<file path="config.mk">
export PLATFORM = sky130hd
export DESIGN_NAME = ftr_tuning_regs
export DESIGN_NICKNAME = d
export VERILOG_FILES = /design/src/ftr_pkg.sv /design/src/ftr_serial_slave.sv /design/src/ftr_tuning_regs.sv
export SDC_FILE = /design/constraint.sdc
export NUM_CORES = 1
export LEC_CHECK = 0
export BUFFER_PORTS_ARGS = -buffer_cell sky130_fd_sc_hd__buf_4
export CAP_MARGIN = 40
export CORE_ASPECT_RATIO = 1.4
export CORE_UTILIZATION = 60
export CTS_BUF_LIST = sky130_fd_sc_hd__clkbuf_2 sky130_fd_sc_hd__clkbuf_4 sky130_fd_sc_hd__clkbuf_8
export CTS_CLUSTER_SIZE = 28
export DETAILED_ROUTE_END_ITERATION = 8
export HOLD_SLACK_MARGIN = 0.1
export PLACE_DENSITY = 0.85
export RECOVER_POWER = 25
export SLEW_MARGIN = 20
export SYNTH_ARGS = -nofsm -noshare
export SYNTH_HDL_FRONTEND = slang
export SYNTH_HIERARCHICAL = 1
export SYNTH_SLANG_ARGS = --single-unit
</file>
<file path="constraint.sdc">
create_clock -name clock_i -period 4.13 [get_ports clock_i]
set_input_delay 0.413 -clock clock_i [delete_from_list [all_inputs] [get_ports clock_i]]
set_output_delay 0.413 -clock clock_i [all_outputs]
set_load 0.02 [all_outputs]
</file>
<file path="src/ftr_pkg.sv">
package ftr_pkg;
   // register offsets
   localparam logic [7:0] FTR_ADR_RADIO_CONTROL = 8'h0F;
   localparam logic [7:0] FTR_ADR_TUNE_POS_LOW = 8'h10;
   localparam logic [7:0] FTR_ADR_TUNE_POS_HIGH_STATUS = 8'h11;
   localparam logic [7:0] FTR_ADR_REF_CLOCK_PRESCALE = 8'h19;
   localparam logic [7:0] FTR_ADR_REF_CLOCK_DIVIDER = 8'h1A;
   localparam logic [7:0] FTR_ADR_REF_CLOCK_OFFSET = 8'h1B;
   localparam logic [7:0] FTR_ADR_SEARCH_CONTROL = 8'h1D;
   localparam logic [7:0] FTR_ADR_TARGET_LOW = 8'h1E;
   localparam logic [7:0] FTR_ADR_TARGET_HIGH = 8'h1F;
   // reset values
   localparam logic [7:0] FTR_RST_RADIO_CONTROL = 8'h00;
   localparam logic [7:0] FTR_RST_PRESCALE = 8'h00;
   localparam logic [7:0] FTR_RST_DIVIDER = 8'h00;
   localparam logic [7:0] FTR_RST_OFFSET = 8'h00;
   localparam logic [7:0] FTR_RST_SEARCH = 8'h00;
   localparam logic [7:0] FTR_RST_TARGET = 8'h00;
   // radio control fields
   localparam int FTR_POWER_BIT = 0;
   localparam int FTR_SRC_LSB = 1;
   localparam int FTR_DONE_IE_BIT = 6;
   localparam int FTR_IRQ_POLARITY_BIT = 7;
   localparam logic [1:0] FTR_SRC_OFF = 2'h0;
   localparam logic [1:0] FTR_SRC_FORBIDDEN = 2'h1;
   localparam logic [1:0] FTR_SRC_OSC_DIV = 2'h2;
   localparam logic [1:0] FTR_SRC_DIRECT = 2'h3;
   localparam int FTR_OSC_DIV = 32;
   // status fields
   localparam int FTR_ERR_LSB = 5;
   localparam int FTR_DONE_BIT = 4;
   localparam int FTR_FLAG_A_BIT = 3;
   // prescale and search fields
   localparam int FTR_PRE_LSB = 5;
   localparam int FTR_SLOPE_LSB = 0;
   localparam int FTR_GRID_LSB = 6;
   localparam int FTR_LOCK_BIT = 5;
   localparam int FTR_THR_LSB = 1;
   localparam int FTR_PLUS5_BIT = 0;
   localparam int FTR_SEARCH_SEL_BIT = 7;
   // error codes
   localparam logic [2:0] FTR_ERR_OK = 3'h0;
   localparam logic [2:0] FTR_ERR_RESET = 3'h1;
   localparam logic [2:0] FTR_ERR_BAND = 3'h2;
   localparam logic [2:0] FTR_ERR_DAC = 3'h3;
   localparam logic [2:0] FTR_ERR_FORCED = 3'h6;
   localparam logic [2:0] FTR_ERR_BUSY = 3'h7;
   // serial device address, write form C0h
   localparam logic [6:0] FTR_DEV_ADDR = 7'h60;

   typedef enum logic [2:0] {
      FTR_CMD_IDLE = 3'b001,
      FTR_CMD_TUNE = 3'b010,
      FTR_CMD_SEARCH = 3'b100
   } ftr_cmd_t;

   typedef enum logic [4:0] {
      FTR_SER_IDLE = 5'b00001,
      FTR_SER_DEV = 5'b00010,
      FTR_SER_REG = 5'b00100,
      FTR_SER_WR = 5'b01000,
      FTR_SER_RD = 5'b10000
   } ftr_ser_t;
endpackage

</file>
<file path="src/ftr_serial_slave.sv">
module ftr_serial_slave
   import ftr_pkg::*;
#(
   parameter logic [6:0] DEV_ADDR = ftr_pkg::FTR_DEV_ADDR
)
(
   // clock and reset
   input wire logic clock_i,
   input wire logic rst_i,
   // serial pins
   input wire logic scl_i,
   input wire logic sda_i,
   output logic sda_oe_n_o,
   // register side
   output logic wr_stb_o,
   output logic rd_stb_o,
   output logic [7:0] addr_o,
   output logic [7:0] wdata_o,
   input wire logic [7:0] rdata_i
);
   ftr_ser_t state_r;
   logic scl_q, sda_q, first_r, ack_ph_r, nack_r;
   logic [3:0] cnt_r;
   logic [7:0] shift_r, tx_r;
   logic scl_rise, scl_fall, start_c, stop_c;

   assign scl_rise = scl_i && !scl_q;
   assign scl_fall = !scl_i && scl_q;
   assign start_c = scl_i && scl_q && sda_q && !sda_i;
   assign stop_c = scl_i && scl_q && !sda_q && sda_i;

   always_ff @(posedge clock_i)
   begin
      if (rst_i)
      begin
         scl_q <= 1'b1;
         sda_q <= 1'b1;
      end
      else
      begin
         scl_q <= scl_i;
         sda_q <= sda_i;
      end
   end

   always_ff @(posedge clock_i)
   begin
      wr_stb_o <= 1'b0;
      rd_stb_o <= 1'b0;
      if (rst_i)
      begin
         state_r <= FTR_SER_IDLE;
         cnt_r <= 4'h0;
         ack_ph_r <= 1'b0;
         first_r <= 1'b0;
         nack_r <= 1'b0;
         shift_r <= 8'h00;
         tx_r <= 8'h00;
         addr_o <= 8'h00;
         wdata_o <= 8'h00;
         sda_oe_n_o <= 1'b1;
      end
      else if (start_c)
      begin
         state_r <= FTR_SER_DEV;
         cnt_r <= 4'h0;
         ack_ph_r <= 1'b0;
         sda_oe_n_o <= 1'b1;
      end
      else if (stop_c)
      begin
         state_r <= FTR_SER_IDLE;
         sda_oe_n_o <= 1'b1;
      end
      else if (state_r != FTR_SER_IDLE && scl_rise)
      begin
         if (cnt_r < 4'h8)
         begin
            shift_r <= {shift_r[6:0], sda_i};
            cnt_r <= cnt_r + 4'h1;
         end
         else
            nack_r <= sda_i;
      end
      else if (state_r != FTR_SER_IDLE && scl_fall)
      begin
         if (cnt_r == 4'h8 && !ack_ph_r)
         begin
            // byte complete: acknowledge or hand the bus to the master
            ack_ph_r <= 1'b1;
            sda_oe_n_o <= 1'b0;
            case (state_r)
               FTR_SER_DEV:
                  if (shift_r[7:1] != DEV_ADDR)
                  begin
                     sda_oe_n_o <= 1'b1;
                     state_r <= FTR_SER_IDLE;
                  end
               FTR_SER_REG:
                  addr_o <= shift_r;
               FTR_SER_WR:
               begin
                  // only the first data byte lands
                  if (first_r)
                  begin
                     wdata_o <= shift_r;
                     wr_stb_o <= 1'b1;
                  end
                  first_r <= 1'b0;
               end
               FTR_SER_RD:
                  sda_oe_n_o <= 1'b1;
               default:
                  sda_oe_n_o <= 1'b1;
            endcase
         end
         else if (cnt_r == 4'h8)
         begin
            ack_ph_r <= 1'b0;
            cnt_r <= 4'h0;
            sda_oe_n_o <= 1'b1;
            case (state_r)
               FTR_SER_DEV:
                  if (shift_r[0])
                  begin
                     state_r <= FTR_SER_RD;
                     tx_r <= rdata_i;
                     rd_stb_o <= 1'b1;
                     sda_oe_n_o <= rdata_i[7];
                  end
                  else
                     state_r <= FTR_SER_REG;
               FTR_SER_REG:
               begin
                  state_r <= FTR_SER_WR;
                  first_r <= 1'b1;
               end
               FTR_SER_RD:
                  if (nack_r)
                     state_r <= FTR_SER_IDLE;
                  else
                  begin
                     tx_r <= rdata_i;
                     rd_stb_o <= 1'b1;
                     sda_oe_n_o <= rdata_i[7];
                  end
               FTR_SER_WR:
                  state_r <= FTR_SER_WR;
               default:
                  state_r <= FTR_SER_IDLE;
            endcase
         end
         else if (state_r == FTR_SER_RD)
         begin
            tx_r <= {tx_r[6:0], 1'b0};
            sda_oe_n_o <= tx_r[6];
         end
      end
   end
endmodule

</file>
<file path="src/ftr_tuning_regs.sv">
module ftr_tuning_regs
   import ftr_pkg::*;
#(
   parameter int POS_W = 10,
   parameter logic [6:0] DEV_ADDR = ftr_pkg::FTR_DEV_ADDR
)
(
   // clock and reset
   input wire logic clock_i,
   input wire logic rst_i,
   // serial pins
   input wire logic scl_i,
   input wire logic sda_i,
   output logic sda_o,
   output logic sda_oe_n_o,
   // interrupt pin
   output logic irq_o,
   output logic irq_oe_n_o,
   // field strength from the receiver
   input wire logic [2:0] strength_i,
   input wire logic strength_plus5_i,
   // controls towards the receiver
   output logic radio_power_on_o,
   output logic lock_loop_enable_o,
   output logic ref_tick_o,
   output logic [POS_W-1:0] tune_position_o
);
   generate
      if (POS_W < 9 || POS_W > 10)
         $error("POS_W must be 9 or 10");
   endgenerate

   logic wr_stb, rd_stb;
   logic [7:0] addr, wdata, rdata;
   logic [7:0] ctrl_r, prescale_r, divider_r, offset_r, search_r;
   logic [7:0] target_low_r, target_high_r;
   logic [2:0] err_r;
   logic done_r, done_set, flag_a_r, irq_r;
   ftr_cmd_t cmd_r;
   logic [POS_W-1:0] pos_r, goal_r;
   logic [4:0] osc_cnt_r;
   logic [6:0] pre_cnt_r;
   logic [7:0] div_cnt_r;
   logic [12:0] acc_r;
   logic [13:0] acc_sum;
   logic src_tick, pre_tick, power, start;
   logic [POS_W:0] step, next_pos;

   ftr_serial_slave #(.DEV_ADDR(DEV_ADDR)) u_serial (
      .clock_i(clock_i),
      .rst_i(rst_i),
      .scl_i(scl_i),
      .sda_i(sda_i),
      .sda_oe_n_o(sda_oe_n_o),
      .wr_stb_o(wr_stb),
      .rd_stb_o(rd_stb),
      .addr_o(addr),
      .wdata_o(wdata),
      .rdata_i(rdata)
   );
   assign sda_o = 1'b0;

   function automatic logic hit(input logic [7:0] a, input logic [7:0] off);
      hit = wr_stb && (a == off);
   endfunction

   function automatic logic [6:0] pre_mask(input logic [2:0] sel);
      pre_mask = 7'((8'h01 << sel) - 8'h01);
   endfunction

   assign power = ctrl_r[FTR_POWER_BIT];
   assign start = wr_stb && (addr == FTR_ADR_TARGET_HIGH) && power;

   // register writes
   always_ff @(posedge clock_i)
   begin
      if (rst_i)
      begin
         ctrl_r <= FTR_RST_RADIO_CONTROL;
         prescale_r <= FTR_RST_PRESCALE;
         divider_r <= FTR_RST_DIVIDER;
         offset_r <= FTR_RST_OFFSET;
         search_r <= FTR_RST_SEARCH;
         target_low_r <= FTR_RST_TARGET;
         target_high_r <= FTR_RST_TARGET;
      end
      else
      begin
         if (hit(addr, FTR_ADR_RADIO_CONTROL))
         begin
            ctrl_r <= wdata;
            // the forbidden source code leaves the old selection in place
            if (wdata[FTR_SRC_LSB+:2] == FTR_SRC_FORBIDDEN)
               ctrl_r[FTR_SRC_LSB+:2] <= ctrl_r[FTR_SRC_LSB+:2];
         end
         if (hit(addr, FTR_ADR_REF_CLOCK_PRESCALE))
            prescale_r <= wdata;
         if (hit(addr, FTR_ADR_REF_CLOCK_DIVIDER))
            divider_r <= wdata;
         if (hit(addr, FTR_ADR_REF_CLOCK_OFFSET))
            offset_r <= wdata;
         if (hit(addr, FTR_ADR_SEARCH_CONTROL))
            search_r <= wdata;
         if (hit(addr, FTR_ADR_TARGET_LOW))
            target_low_r <= wdata;
         if (hit(addr, FTR_ADR_TARGET_HIGH))
            target_high_r <= wdata;
      end
   end

   // reference chain: source, power-of-two prescale, N+1 divide
   assign src_tick = power &&
      ((ctrl_r[FTR_SRC_LSB+:2] == FTR_SRC_OSC_DIV &&
        osc_cnt_r == 5'(FTR_OSC_DIV - 1)) ||
       ctrl_r[FTR_SRC_LSB+:2] == FTR_SRC_DIRECT);
   assign pre_tick = src_tick &&
      ((pre_cnt_r & pre_mask(prescale_r[FTR_PRE_LSB+:3])) ==
       pre_mask(prescale_r[FTR_PRE_LSB+:3]));
   // slope and spread corrections accumulate; a carry stretches one period, except at divider FFh, where the next period shrinks to one prescaled tick
   assign acc_sum = {1'b0, acc_r} +
      {1'b0, prescale_r[FTR_SLOPE_LSB+:5], offset_r};

   always_ff @(posedge clock_i)
   begin
      if (rst_i)
      begin
         osc_cnt_r <= 5'h00;
         pre_cnt_r <= 7'h00;
         div_cnt_r <= 8'h00;
         acc_r <= 13'h0000;
         ref_tick_o <= 1'b0;
      end
      else
      begin
         ref_tick_o <= 1'b0;
         osc_cnt_r <= osc_cnt_r + 5'h01;
         if (src_tick)
            pre_cnt_r <= pre_cnt_r + 7'h01;
         if (pre_tick)
         begin
            if (div_cnt_r >= divider_r)
            begin
               acc_r <= acc_sum[12:0];
               div_cnt_r <= acc_sum[13] ? 8'hFF : 8'h00;
               ref_tick_o <= !acc_sum[13] || divider_r == 8'hFF;
            end
            else
               div_cnt_r <= div_cnt_r + 8'h01;
         end
      end
   end

   // search step by grid; grid 0 steps by the finest unit
   always_comb
   begin
      case (search_r[FTR_GRID_LSB+:2])
         2'h2: step = (POS_W+1)'(2);
         2'h3: step = (POS_W+1)'(4);
         default: step = (POS_W+1)'(1);
      endcase
      next_pos = {1'b0, pos_r} + step;
   end

   // command engine
   always_ff @(posedge clock_i)
   begin
      done_set <= 1'b0;
      if (rst_i)
      begin
         cmd_r <= FTR_CMD_IDLE;
         err_r <= FTR_ERR_RESET;
         pos_r <= '0;
         goal_r <= '0;
         flag_a_r <= 1'b0;
      end
      else if (!power)
      begin
         flag_a_r <= 1'b0;
         if (cmd_r != FTR_CMD_IDLE)
         begin
            cmd_r <= FTR_CMD_IDLE;
            err_r <= FTR_ERR_FORCED;
            done_set <= 1'b1;
         end
      end
      else if (start)
      begin
         if (cmd_r != FTR_CMD_IDLE)
         begin
            cmd_r <= FTR_CMD_IDLE;
            err_r <= FTR_ERR_FORCED;
            done_set <= 1'b1;
         end
         else
         begin
            goal_r <= POS_W'({wdata, target_low_r});
            err_r <= FTR_ERR_BUSY;
            flag_a_r <= 1'b0;
            cmd_r <= wdata[FTR_SEARCH_SEL_BIT] ? FTR_CMD_SEARCH
                                               : FTR_CMD_TUNE;
         end
      end
      else if (ref_tick_o)
      begin
         case (cmd_r)
            FTR_CMD_TUNE:
               if (pos_r == goal_r)
               begin
                  cmd_r <= FTR_CMD_IDLE;
                  err_r <= FTR_ERR_OK;
                  flag_a_r <= 1'b1;
                  done_set <= 1'b1;
               end
               else if (pos_r < goal_r)
                  pos_r <= pos_r + POS_W'(1);
               else
                  pos_r <= pos_r - POS_W'(1);
            FTR_CMD_SEARCH:
            begin
               // stop when field strength reaches the threshold
               if ({strength_i, strength_plus5_i} >=
                   {search_r[FTR_THR_LSB+:3], search_r[FTR_PLUS5_BIT]})
               begin
                  cmd_r <= FTR_CMD_IDLE;
                  err_r <= FTR_ERR_OK;
                  flag_a_r <= 1'b1;
                  done_set <= 1'b1;
               end
               else if (next_pos[POS_W])
               begin
                  cmd_r <= FTR_CMD_IDLE;
                  err_r <= FTR_ERR_DAC;
                  done_set <= 1'b1;
               end
               else if (next_pos[POS_W-1:0] > goal_r)
               begin
                  cmd_r <= FTR_CMD_IDLE;
                  err_r <= FTR_ERR_BAND;
                  done_set <= 1'b1;
               end
               else
                  pos_r <= next_pos[POS_W-1:0];
            end
            default:
               cmd_r <= FTR_CMD_IDLE;
         endcase
      end
   end

   // done flag: a set in the clearing cycle wins
   always_ff @(posedge clock_i)
   begin
      if (rst_i)
         done_r <= 1'b0;
      else if (done_set)
         done_r <= 1'b1;
      else if (rd_stb && addr == FTR_ADR_TUNE_POS_HIGH_STATUS)
         done_r <= 1'b0;
   end

   // irq pin floats in standby so a board pull sets its idle level
   always_ff @(posedge clock_i)
   begin
      if (rst_i)
      begin
         irq_r <= 1'b0;
         irq_oe_n_o <= 1'b1;
      end
      else
      begin
         irq_r <= (done_r && ctrl_r[FTR_DONE_IE_BIT]) ^
                  ctrl_r[FTR_IRQ_POLARITY_BIT];
         irq_oe_n_o <= !power;
      end
   end
   assign irq_o = irq_r;

   always_comb
   begin
      case (addr)
         FTR_ADR_RADIO_CONTROL: rdata = ctrl_r;
         FTR_ADR_TUNE_POS_LOW: rdata = pos_r[7:0];
         FTR_ADR_TUNE_POS_HIGH_STATUS:
            rdata = {err_r, done_r, flag_a_r, 1'b0,
                     2'(pos_r >> 8)};
         FTR_ADR_REF_CLOCK_PRESCALE: rdata = prescale_r;
         FTR_ADR_REF_CLOCK_DIVIDER: rdata = divider_r;
         FTR_ADR_REF_CLOCK_OFFSET: rdata = offset_r;
         FTR_ADR_SEARCH_CONTROL: rdata = search_r;
         FTR_ADR_TARGET_LOW: rdata = target_low_r;
         FTR_ADR_TARGET_HIGH: rdata = target_high_r;
         default: rdata = 8'h00;
      endcase
   end

   assign radio_power_on_o = power;
   assign lock_loop_enable_o = search_r[FTR_LOCK_BIT];
   assign tune_position_o = pos_r;
endmodule

</file>
==> flow_summary_export.csv, run 1 <==
group,metric,value,unit
floorplan,core.rowCount,54,
worst_setup_path,worstSetupEndpointType,"flop",
clocking,clkTransAtPathRegs,0.09,ns
grt,grt_overflow,0,
final_layout,num-nets-final,1232,
pwr,seqPwrFrac,0.550,
sta,drv_slew,132,
pwr,combPwrFrac,0.023,
pwr,switching_share,0.223,
worst_setup_path,r2r_cells,15,
pwr,p_per_area,290,nW/um^2
sta,tightestPinTransition,2.51,ns
clocking,postCtsSetupRepairBufs,0,
grt,grt_antenna_before_repair,0,
status,status,"finished with violations",
synthesis,ys_ff_latch,169,
worst_setup_path,crit_type,"reg -> reg",
sta,slew_headroom,-0.676,
grt,gr-usage-all-layers,0.299,
drt,wl_per_cell,17.5,um
sta,post-route-min-period,3.73,ns
drt,num_vias,8547,
pwr,irDropWorstVdd,0.000182,V
sta,hold_viol,0,
sta,fmax,268,MHz
floorplan,fp.dieH,152,um
synthesis,yosys.area.top_type,"dfxtp_1",
clocking,cts_sinks,169,
clocking,cts_buffers,17,
clocking,cts_root_buf,"clkbuf_8",
worst_setup_path,crit_slowest_cell,"a21oi_1",
floorplan,die_w,109,um
synthesis,ys.flop_type,"dfxtp_1",
drt,routed_wl,23900,um
drt,firstDrtPassIters,5,
final_layout,fin_area,10300,um^2
pwr,p_clk_frac,0.427,
drt,via_per_inst,6.26,
clocking,clock_latency,0.48,ns
synthesis,yosys-top-cells-count,"dfxtp_1 (169), nand2_1 (131), nor2_1 (131)",
status,violations,"max-capacitance violations, max-slew violations",
clocking,clk_path_buf_depth,2,
clocking,postCtsResizedCells,0,
synthesis,synthTopCellsByArea,"dfxtp_1 (35%), ha_1 (8.2%), mux2i_1 (5.8%)",
worst_setup_path,setup.worst_path.start,"search_r[7]",
synthesis,ys_async_sr_fraction,0,
worst_setup_path,crit_chain,"inv_1 > nor2_1 > ha_1 > a21o_1 > a21oi_1 > nor2_1 > and3_1 > xnor2_1 > ha_1 > nand4_1 > nand2b_1 > o211a_1 > a21boi_1 > a21oi_1 > a221oi_1",
synthesis,synth_edf_count,0,
hold_path,hp-class,"in -> reg",
pwr,power_switching,0.665,mW
sta,final.setup_skew,0.0140,ns
floorplan,io_pins,25,
synthesis,syn-instance-count,1155,
synthesis,synth_top_area_share,0.353,
worst_setup_path,reg2reg_to,"err_r[1]",
synthesis,syn_area,9600,um^2
drt,post-route-drc-count,0,
synthesis,yosysUniqueCellTypes,89,
synthesis,syn_nets,1229,
floorplan,core,15600,um^2
clocking,cts_max_level,4,
worst_setup_path,crit_required,4.50,ns
placement,dp_hpwl,17000,um
grt,grt_max_degree,60,
clocking,cts_tree,"done",
flow_run,drv_cap,3,
final_layout,nFillCells,1287,
grt,grt_pass1_vias,7947,
worst_setup_path,cp-endpoint,"err_r[1]",
pwr,p_leak,4.00,nW
pwr,internal_power,2.32,mW
worst_setup_path,reg2reg_from,"search_r[7]",
drt,ant_nets,0,
sta,rsz0062_at_grt,"no",
placement,gp_congestion,0.956,
placement,port_buffers,23,
final_layout,final_cell_count_no_fill,1366,
synthesis,seq_area_frac_synth,0.353,
final_layout,drive_gt1_frac,0.0872,
hold_path,hold_depth,2,
worst_setup_path,worst_path_largest_cell_delay,0.45,ns
sta,tns,0,ns
floorplan,die-area,16500,um^2
placement,dp_cells,1335,
drt,drt_iter0_drc,792,
worst_setup_path,r2r_slack,0.40,ns
final_layout,area_delta_synth_final,7.00,%
sta,fin_crit_sh,0.902,
worst_setup_path,arrival,4.10,ns
placement,dpl-instance-area,9910,um^2
synthesis,yosysMostFrequentCell,"dfxtp_1",
clocking,postCtsHoldBufs,0,
worst_setup_path,crit_fanout,6,
grt,grt_pass1_wl,38500,um
synthesis,yosysWarnings,6,
floorplan,start_util,0.615,
sta,setup_violations,0,
synthesis,syn_avg_cell_area,8.31,um^2
final_layout,num_antenna_cells,0,
worst_setup_path,worstSetupStartpointType,"flop",
## registers in the layout, indices dropped and copies added (netlist names), 5 cells and up
signal	flops
acc_r	13
ctrl_r	8
div_cnt_r	8
divider_r	8
goal_r	10
offset_r	8
osc_cnt_r	5
pre_cnt_r	7
prescale_r	8
search_r	8
target_high_r	8
target_low_r	8
tune_position_o	10
u_serial/addr_o	8
u_serial/shift_r	8
u_serial/state_r	5
u_serial/tx_r	7
u_serial/wdata_o	8
## layout by cell type, fill, tap and decap left out, types with 18 or more instances in the layout
cell,n
clkbuf_8,20
ha_1,63
buf_4,22
mux2i_1,56
nor2_1,131
dfxtp_1,169
a21oi_1,101
o21ai_0,41
inv_1,46
xnor2_1,19
nand3_1,50
clkbuf_1,19
nand2_1,131
a31oi_1,18
## worst max-delay path: cells and delay by family (launching register included)
| family | cells | cell delay, ns |
|---|---|---|
| simple gates | 5 | 0.81 |
| flops | 1 | 0.35 |
| fa+ha+maj | 2 | 0.59 |
| xor+xnor | 1 | 0.14 |
| compound gates | 6 | 1.66 |
| buf+inv | 1 | 0.08 |
## per-stage QoR
step	hold slack (ns)	worst slack, ns	util	power (mW)
floorplan	0.413	0.510	-	1.73
global placement	0.427	0.492	0.634	1.75
detailed placement	0.440	0.472	0.635	1.75
CTS	0.152	0.434	0.663	3.00
global route	0.164	0.0533	0.658	3.07
finish	0.179	0.404	0.658	2.98
## worst min path at each step
stage | slack [ns] | from | to
after floorplan | 0.41 | done_set | done_r
after global placement | 0.43 | osc_cnt_r[0] | osc_cnt_r[0]
after detailed placement | 0.44 | osc_cnt_r[0] | osc_cnt_r[0]
after CTS | 0.15 | scl_i | u_serial/scl_q
after global routing | 0.16 | sda_i | u_serial/sda_q
final | 0.18 | scl_i | u_serial/scl_q
## per-layer routing
| layer | part of all wire | track usage | vias to the layer above | routed length, um |
|---|---|---|---|---|
| li1 | - | - | 4123 | - |
| met1 | 0.40 | 0.348 | 3998 | 9540 |
| met2 | 0.49 | 0.499 | 327 | 11600 |
| met3 | 0.061 | 0.0607 | 99 | 1450 |
| met4 | 0.053 | 0.180 | 0 | 1260 |
| met5 | 0 | 0 | - | 0 |
## final cells by class
class	count	area (um^2)	area share
clock inverter	9	139	0.0135
timing repair buffer	44	258	0.0251
clock buffer	22	290	0.0283
tap	196	245	0.0239
sequential	169	3380	0.329
inverter	46	173	0.0168
multi-input combinational	880	5780	0.563
## power by group through the flow
stage	Combinational (mW)	Sequential, mW	Clock [mW]
global route	0.0754	1.64	1.35
finish	0.0688	1.64	1.27
floorplan	0.0536	1.68	0
global placement	0.0681	1.68	0
detailed placement	0.0693	1.68	0
CTS	0.0696	1.64	1.29
## cell families after synthesis
group                      after synthesis  synth area share
and+or+nand+nor                        439             0.220
AOI/OAI and AO/OA                      275             0.193
DFF                                    169             0.353
buffers and inverters                  106            0.0458
adders and majority gates               66            0.0884
muxes                                   63            0.0670
xor gates and xnor gates                36            0.0329
other                                    1          0.000391
No activity file was read; power rests on OpenSTA's default activity.
==> inputs of run 2 (changes only) <==
- GPL_ROUTABILITY_DRIVEN: unset -> 0
- PLACE_DENSITY: 0.85 -> 0.77
==> run 2 against run 1 <==
  * The run still ends with max-capacitance violations, max-slew violations left
  * Critical path depth stayed put
  * Setup slack better by 0.030 ns
  * Critical path type unchanged
  * Worst hold slack gained 0.0063 ns
  * Via count is 2.0% lower
  * Largest cell class unchanged
  * Count of clock-buffer cells in the layout fell by 1
==> flow_summary_export.csv, run 2 (same netlist as run 1, synthesis figures left out) <==
group,metric,value,unit
drt,firstDrtPassIters,7,
drt,drt_iter0_drc,610,
clocking,cts_tree,"done",
final_layout,regMostFlops,"acc_r",
sta,fmax,271,MHz
final_layout,final_common_cell,"dfxtp_1",
sta,final.setup_skew,0.0113,ns
sta,drv_slew,63,
worst_setup_path,arrival,4.06,ns
sta,tightestPinTransition,2.95,ns
worst_setup_path,worst_path_largest_cell_delay,0.46,ns
pwr,switching_share,0.227,
clocking,cts_sinks,169,
sta,rsz0062_at_grt,"no",
placement,port_buffers,23,
pwr,combPwrFrac,0.024,
worst_setup_path,path_delay_family,"compound AO/OA/AOI/OAI gates",
placement,dp_hpwl,16800,um
clocking,cts_max_level,4,
final_layout,utilization,0.656,
pwr,power_switching,0.658,mW
clocking,postCtsSetupRepairBufs,0,
sta,setup_violations,0,
clocking,clock_latency,0.46,ns
floorplan,start_util,0.615,
final_layout,num-nets-final,1230,
pwr,p_per_area,283,nW/um^2
pwr,p_clk_frac,0.410,
flow_run,drv_cap,1,
worst_setup_path,crit_type,"reg -> reg",
clocking,postCtsResizedCells,0,
pwr,seqPwrFrac,0.566,
pwr,p_leak,4.00,nW
final_layout,num_antenna_cells,0,
final_layout,largest_reg_flops,13,
grt,grt_antenna_before_repair,0,
pwr,irDropWorstVdd,0.000239,V
floorplan,core,15600,um^2
floorplan,fp.dieH,152,um
grt,grt_overflow,0,
status,status,"finished with violations",
floorplan,die-area,16500,um^2
hold_path,min_from,"scl_i",
drt,via_per_inst,6.14,
drt,routed_wl,23600,um
clocking,clk_path_buf_depth,2,
clocking,cts_root_buf,"clkbuf_8",
hold_path,hp-class,"in -> reg",
sta,tns,0,ns
sta,post-route-min-period,3.70,ns
worst_setup_path,r2r_slack,0.43,ns
worst_setup_path,crit_chain,"inv_1 > nor2_1 > ha_1 > a21o_1 > a21oi_1 > nor2_1 > and3_1 > xnor2_1 > ha_1 > nand4_1 > nand2b_1 > o211a_1 > a21boi_1 > a21oi_1 > a221oi_1",
grt,grt_max_degree,100,
drt,ant_nets,0,
status,violations,"max-capacitance violations, max-slew violations",
worst_setup_path,crit_slowest_cell,"a21oi_1",
final_layout,nFillCells,1366,
grt,grt_pass1_vias,7629,
drt,wl_per_cell,17.3,um
grt,gr-usage-all-layers,0.291,
clocking,postCtsHoldBufs,0,
pwr,internal_power,2.24,mW
floorplan,die_w,109,um
clocking,clkTransAtPathRegs,0.09,ns
clocking,cts_buffers,17,
sta,slew_headroom,-0.964,
grt,grt_pass1_wl,37600,um
sta,hold_viol,0,
worst_setup_path,crit_required,4.50,ns
sta,fin_crit_sh,0.895,
worst_setup_path,worstSetupStartpointType,"flop",
worst_setup_path,crit_fanout,6,
final_layout,area_delta_synth_final,6.71,%
final_layout,drive_gt1_frac,0.0873,
worst_setup_path,reg2reg_from,"search_r[7]",
drt,num_vias,8379,
worst_setup_path,worst-path-buf-inv,1,
final_layout,mostFrequentLayoutCells,"dfxtp_1 (169), nor2_1 (131), nand2_1 (131), a21oi_1 (101), ha_1 (63)",
worst_setup_path,worstSetupEndpointType,"flop",
floorplan,core.rowCount,54,
drt,post-route-drc-count,0,
worst_setup_path,setup.worst_path.start,"search_r[7]",
floorplan,io_pins,25,
-- run 2: power groups by stage --
stage | combinational (mW) | clock, mW | sequential [mW]
after global routing | 0.0766 | 1.27 | 1.64
after floorplan | 0.0536 | 0 | 1.68
after detailed placement | 0.0693 | 0 | 1.68
after global placement | 0.0686 | 0 | 1.68
after CTS | 0.0696 | 1.20 | 1.64
final | 0.0696 | 1.19 | 1.64
-- run 2: worst paths after layout --
path | to | depth (start not counted)
min reg2reg | osc_cnt_r[0] | 1
max | err_r[1] | 15
max reg2reg | err_r[1] | 15
min | u_serial/scl_q | 2
-- run 2: metal layers --
layer	track usage	wire length [um]
met5	0	0
met4	0.127	818
met3	0.0432	1150
met2	0.507	11800
met1	0.352	9920
-- run 2: metrics by stage --
step	total power, mW	std cells	setup slack (ns)	instance area (um^2)	hold slack (ns)
3_5_place_dp	1.75	1333	0.435	9910	0.434
3_3_place_gp	1.75	1330	0.597	9890	0.429
4_1_cts	2.91	1364	0.412	10300	0.162
6_report	2.90	1364	0.434	10200	0.185
5_1_grt	2.99	1364	0.0838	10200	0.176
2_1_floorplan	1.73	1155	0.510	9600	0.413
-- run 2: final cells by class --
| cell class | count | area, um^2 | area share |
|---|---|---|---|
| Multi-Input combinational cell | 880 | 5780 | 0.564 |
| Inverter | 46 | 173 | 0.0169 |
| Clock buffer | 21 | 277 | 0.0270 |
| Timing Repair Buffer | 42 | 263 | 0.0257 |
| Tap cell | 196 | 245 | 0.0239 |
| Clock inverter | 10 | 120 | 0.0117 |
| Sequential cell | 169 | 3380 | 0.330 |
==> inputs of run 3 (changes only) <==
- GPL_TIMING_DRIVEN: unset -> 0
- clock period: 4.13 -> 3.8 ns (I/O delays scaled with it)
==> run 3 against run 2 <==
  * The flow now finishes without violations
  * Cell count grew 3.2%
  * Total power grew 12%
  * Sequential share of layout area shrank 0.57 points
  * Clock power grew 15%
==> flow_summary_export.csv, run 3 (same netlist as run 1, synthesis figures left out) <==
group,metric,value,unit
grt,grt_pass1_vias,8228,
pwr,combPwrFrac,0.029,
clocking,clkTransAtPathRegs,0.09,ns
hold_path,min_from,"scl_i",
floorplan,die_w,109,um
grt,grt_pass1_wl,40900,um
grt,grt_overflow,0,
clocking,cts_tree,"done",
placement,dp_cells,1375,
pwr,irDropWorstVdd,0.000341,V
floorplan,io_pins,25,
sta,fin_crit_sh,0.948,
worst_setup_path,arrival,3.96,ns
placement,dp_hpwl,19300,um
floorplan,fp.dieH,152,um
clocking,cts_buffers,17,
worst_setup_path,worstSetupEndpointType,"flop",
sta,setup_violations,0,
sta,tightestPinTransition,1.19,ns
placement,pre_cts_slack,-0.334,ns
drt,wl_per_cell,18.4,um
hold_path,hp-class,"in -> reg",
grt,grt_antenna_before_repair,0,
pwr,p_leak,4.06,nW
grt,gr-usage-all-layers,0.323,
sta,rsz0062_at_grt,"no",
sta,finalWorstSetupSlack,0.199,ns
sta,slew_headroom,0.199,
status,status,"finished clean",
final_layout,drive_gt1_frac,0.0932,
final_layout,mostFrequentLayoutCells,"dfxtp_1 (165), nand2_1 (131), nor2_1 (130), a21oi_1 (98), ha_1 (63)",
clocking,postCtsSetupRepairBufs,0,
clocking,clk_path_buf_depth,2,
final_layout,largest_reg_flops,13,
pwr,p_per_area,311,nW/um^2
final_layout,regMostFlops,"acc_r",
drt,post-route-drc-count,0,
drt,drt_iter0_drc,845,
worst_setup_path,crit_top_cell,"ha_1",
drt,routed_wl,25900,um
worst_setup_path,path_delay_family,"compound AO/OA/AOI/OAI gates",
grt,grtUsageMet1,0.361,
worst_setup_path,crit_type,"reg -> reg",
sta,final.setup_skew,0.0131,ns
placement,port_buffers,23,
pwr,switching_share,0.234,
drt,firstDrtPassIters,8,
sta,hold_viol,0,
floorplan,core,15600,um^2
grt,grt_max_degree,17,
grt,grtUsageMet3,0.0526,
floorplan,start_util,0.615,
worst_setup_path,reg2reg_from,"tune_position_o[5]",
hold_path,hold_depth,2,
sta,fmax,278,MHz
grt,met2_usage,0.563,
worst_setup_path,r2r_slack,0.20,ns
worst_setup_path,crit_slowest_cell,"dfxtp_2",
worst_setup_path,crit_chain,"ha_1 > nand4_1 > a21oi_2 > a211oi_4 > o21ai_4 > ha_1 > a21o_1 > a21oi_1 > o21bai_1 > a31oi_1 > xor2_1 > a211oi_1 > o221a_2",
worst_setup_path,crit_required,4.16,ns
pwr,p_clk_frac,0.423,
pwr,internal_power,2.48,mW
final_layout,final_common_cell,"dfxtp_1",
pwr,seqPwrFrac,0.549,
pwr,power,3.24,mW
worst_setup_path,r2r_cells,13,
hold_path,min_to,"u_serial/scl_q",
grt,top_usage_layer,"met2",
final_layout,num_antenna_cells,0,
worst_setup_path,critical_path_depth,13,
final_layout,num-nets-final,1273,
drt,ant_nets,0,
worst_setup_path,worst_path_largest_cell_delay,0.40,ns
clocking,cts_root_buf,"clkbuf_8",
drt,via_per_inst,6.20,
floorplan,die-area,16500,um^2
clocking,clock_latency,0.48,ns
sta,drv_slew,0,
drt,num_vias,8724,
final_layout,area_delta_synth_final,8.84,%
worst_setup_path,worstSetupStartpointType,"flop",
worst_setup_path,crit_fanout,10,
clocking,cts_max_level,4,
sta,post-route-min-period,3.60,ns
pwr,power_switching,0.759,mW
worst_setup_path,worst-path-buf-inv,0,
flow_run,drv_cap,0,
final_layout,final_cell_count_no_fill,1408,
clocking,cts_sinks,169,
clocking,postCtsHoldBufs,0,
floorplan,core.rowCount,54,
worst_setup_path,reg2reg_to,"tune_position_o[8]",
==> run 3: final cells by class <==
type / instances / area [um^2]
Sequential cell: 169 / 3390
Multi-Input combinational cell: 880 / 5810
Tap cell: 196 / 245
Clock inverter: 13 / 168
Inverter: 46 / 173
Clock buffer: 19 / 255
Fill cell: 1341 / 5160
Timing Repair Buffer: 25 / 144
Buffer: 60 / 255
==> run 3: power by group through the flow <==
stage / sequential (mW) / clock (mW) / combinational (mW)
floorplan: 1.82 / 0 / 0.0582
global placement: 1.82 / 0 / 0.0908
detailed placement: 1.82 / 0 / 0.0918
CTS: 1.78 / 1.39 / 0.0923
global route: 1.78 / 1.45 / 0.100
finish: 1.78 / 1.37 / 0.0933
==> run 3: worst max-delay path by stage <==
| stage | start | slack [ns] | to |
|---|---|---|---|
| 4_1_cts | tune_position_o[4] | 0.02 | tune_position_o[8] |
| 6_report | tune_position_o[5] | 0.20 | tune_position_o[8] |
| 3_3_place_gp | tune_position_o[3] | -0.56 | tune_position_o[8] |
| 2_1_floorplan | tune_position_o[0] | 0.18 | tune_position_o[8] |
| 3_5_place_dp | tune_position_o[3] | -0.33 | tune_position_o[8] |
| 5_1_grt | search_r[7] | 0.03 | tune_position_o[6] |
==> run 3: worst register-to-register path: stages (launching register included) <==
cell	delay, ns
dfxtp_2	0.40
ha_1	0.37
nand4_1	0.27
a21oi_2	0.25
a211oi_4	0.08
o21ai_4	0.30
ha_1	0.35
a21o_1	0.20
a21oi_1	0.27
o21bai_1	0.12
a31oi_1	0.23
xor2_1	0.26
a211oi_1	0.13
o221a_2	0.26
==> run 3: repair_timing <==
action | 4_1_cts | 5_1_grt
pin swaps | 0 | 1
gates resized for setup | 5 | 13
setup endpoints to repair | 9 | 17
==> run 3: layer usage <==
layer,up-vias,share of wire
met2,309,0.49
met3,119,0.050
li1,4208,-
met1,4088,0.39
met5,-,0
met4,0,0.064
==> run 3: metrics by stage <==
step | instance area (um^2) | setup TNS, ns | util | hold WS [ns]
3_5_place_dp | 10000 | -0.845 | 0.642 | 0.434
4_1_cts | 10500 | 0 | 0.670 | 0.115
6_report | 10400 | 0 | 0.669 | 0.139
2_1_floorplan | 9600 | 0 | - | 0.413
5_1_grt | 10400 | 0 | 0.669 | 0.132
3_3_place_gp | 10000 | -1.64 | 0.642 | 0.426
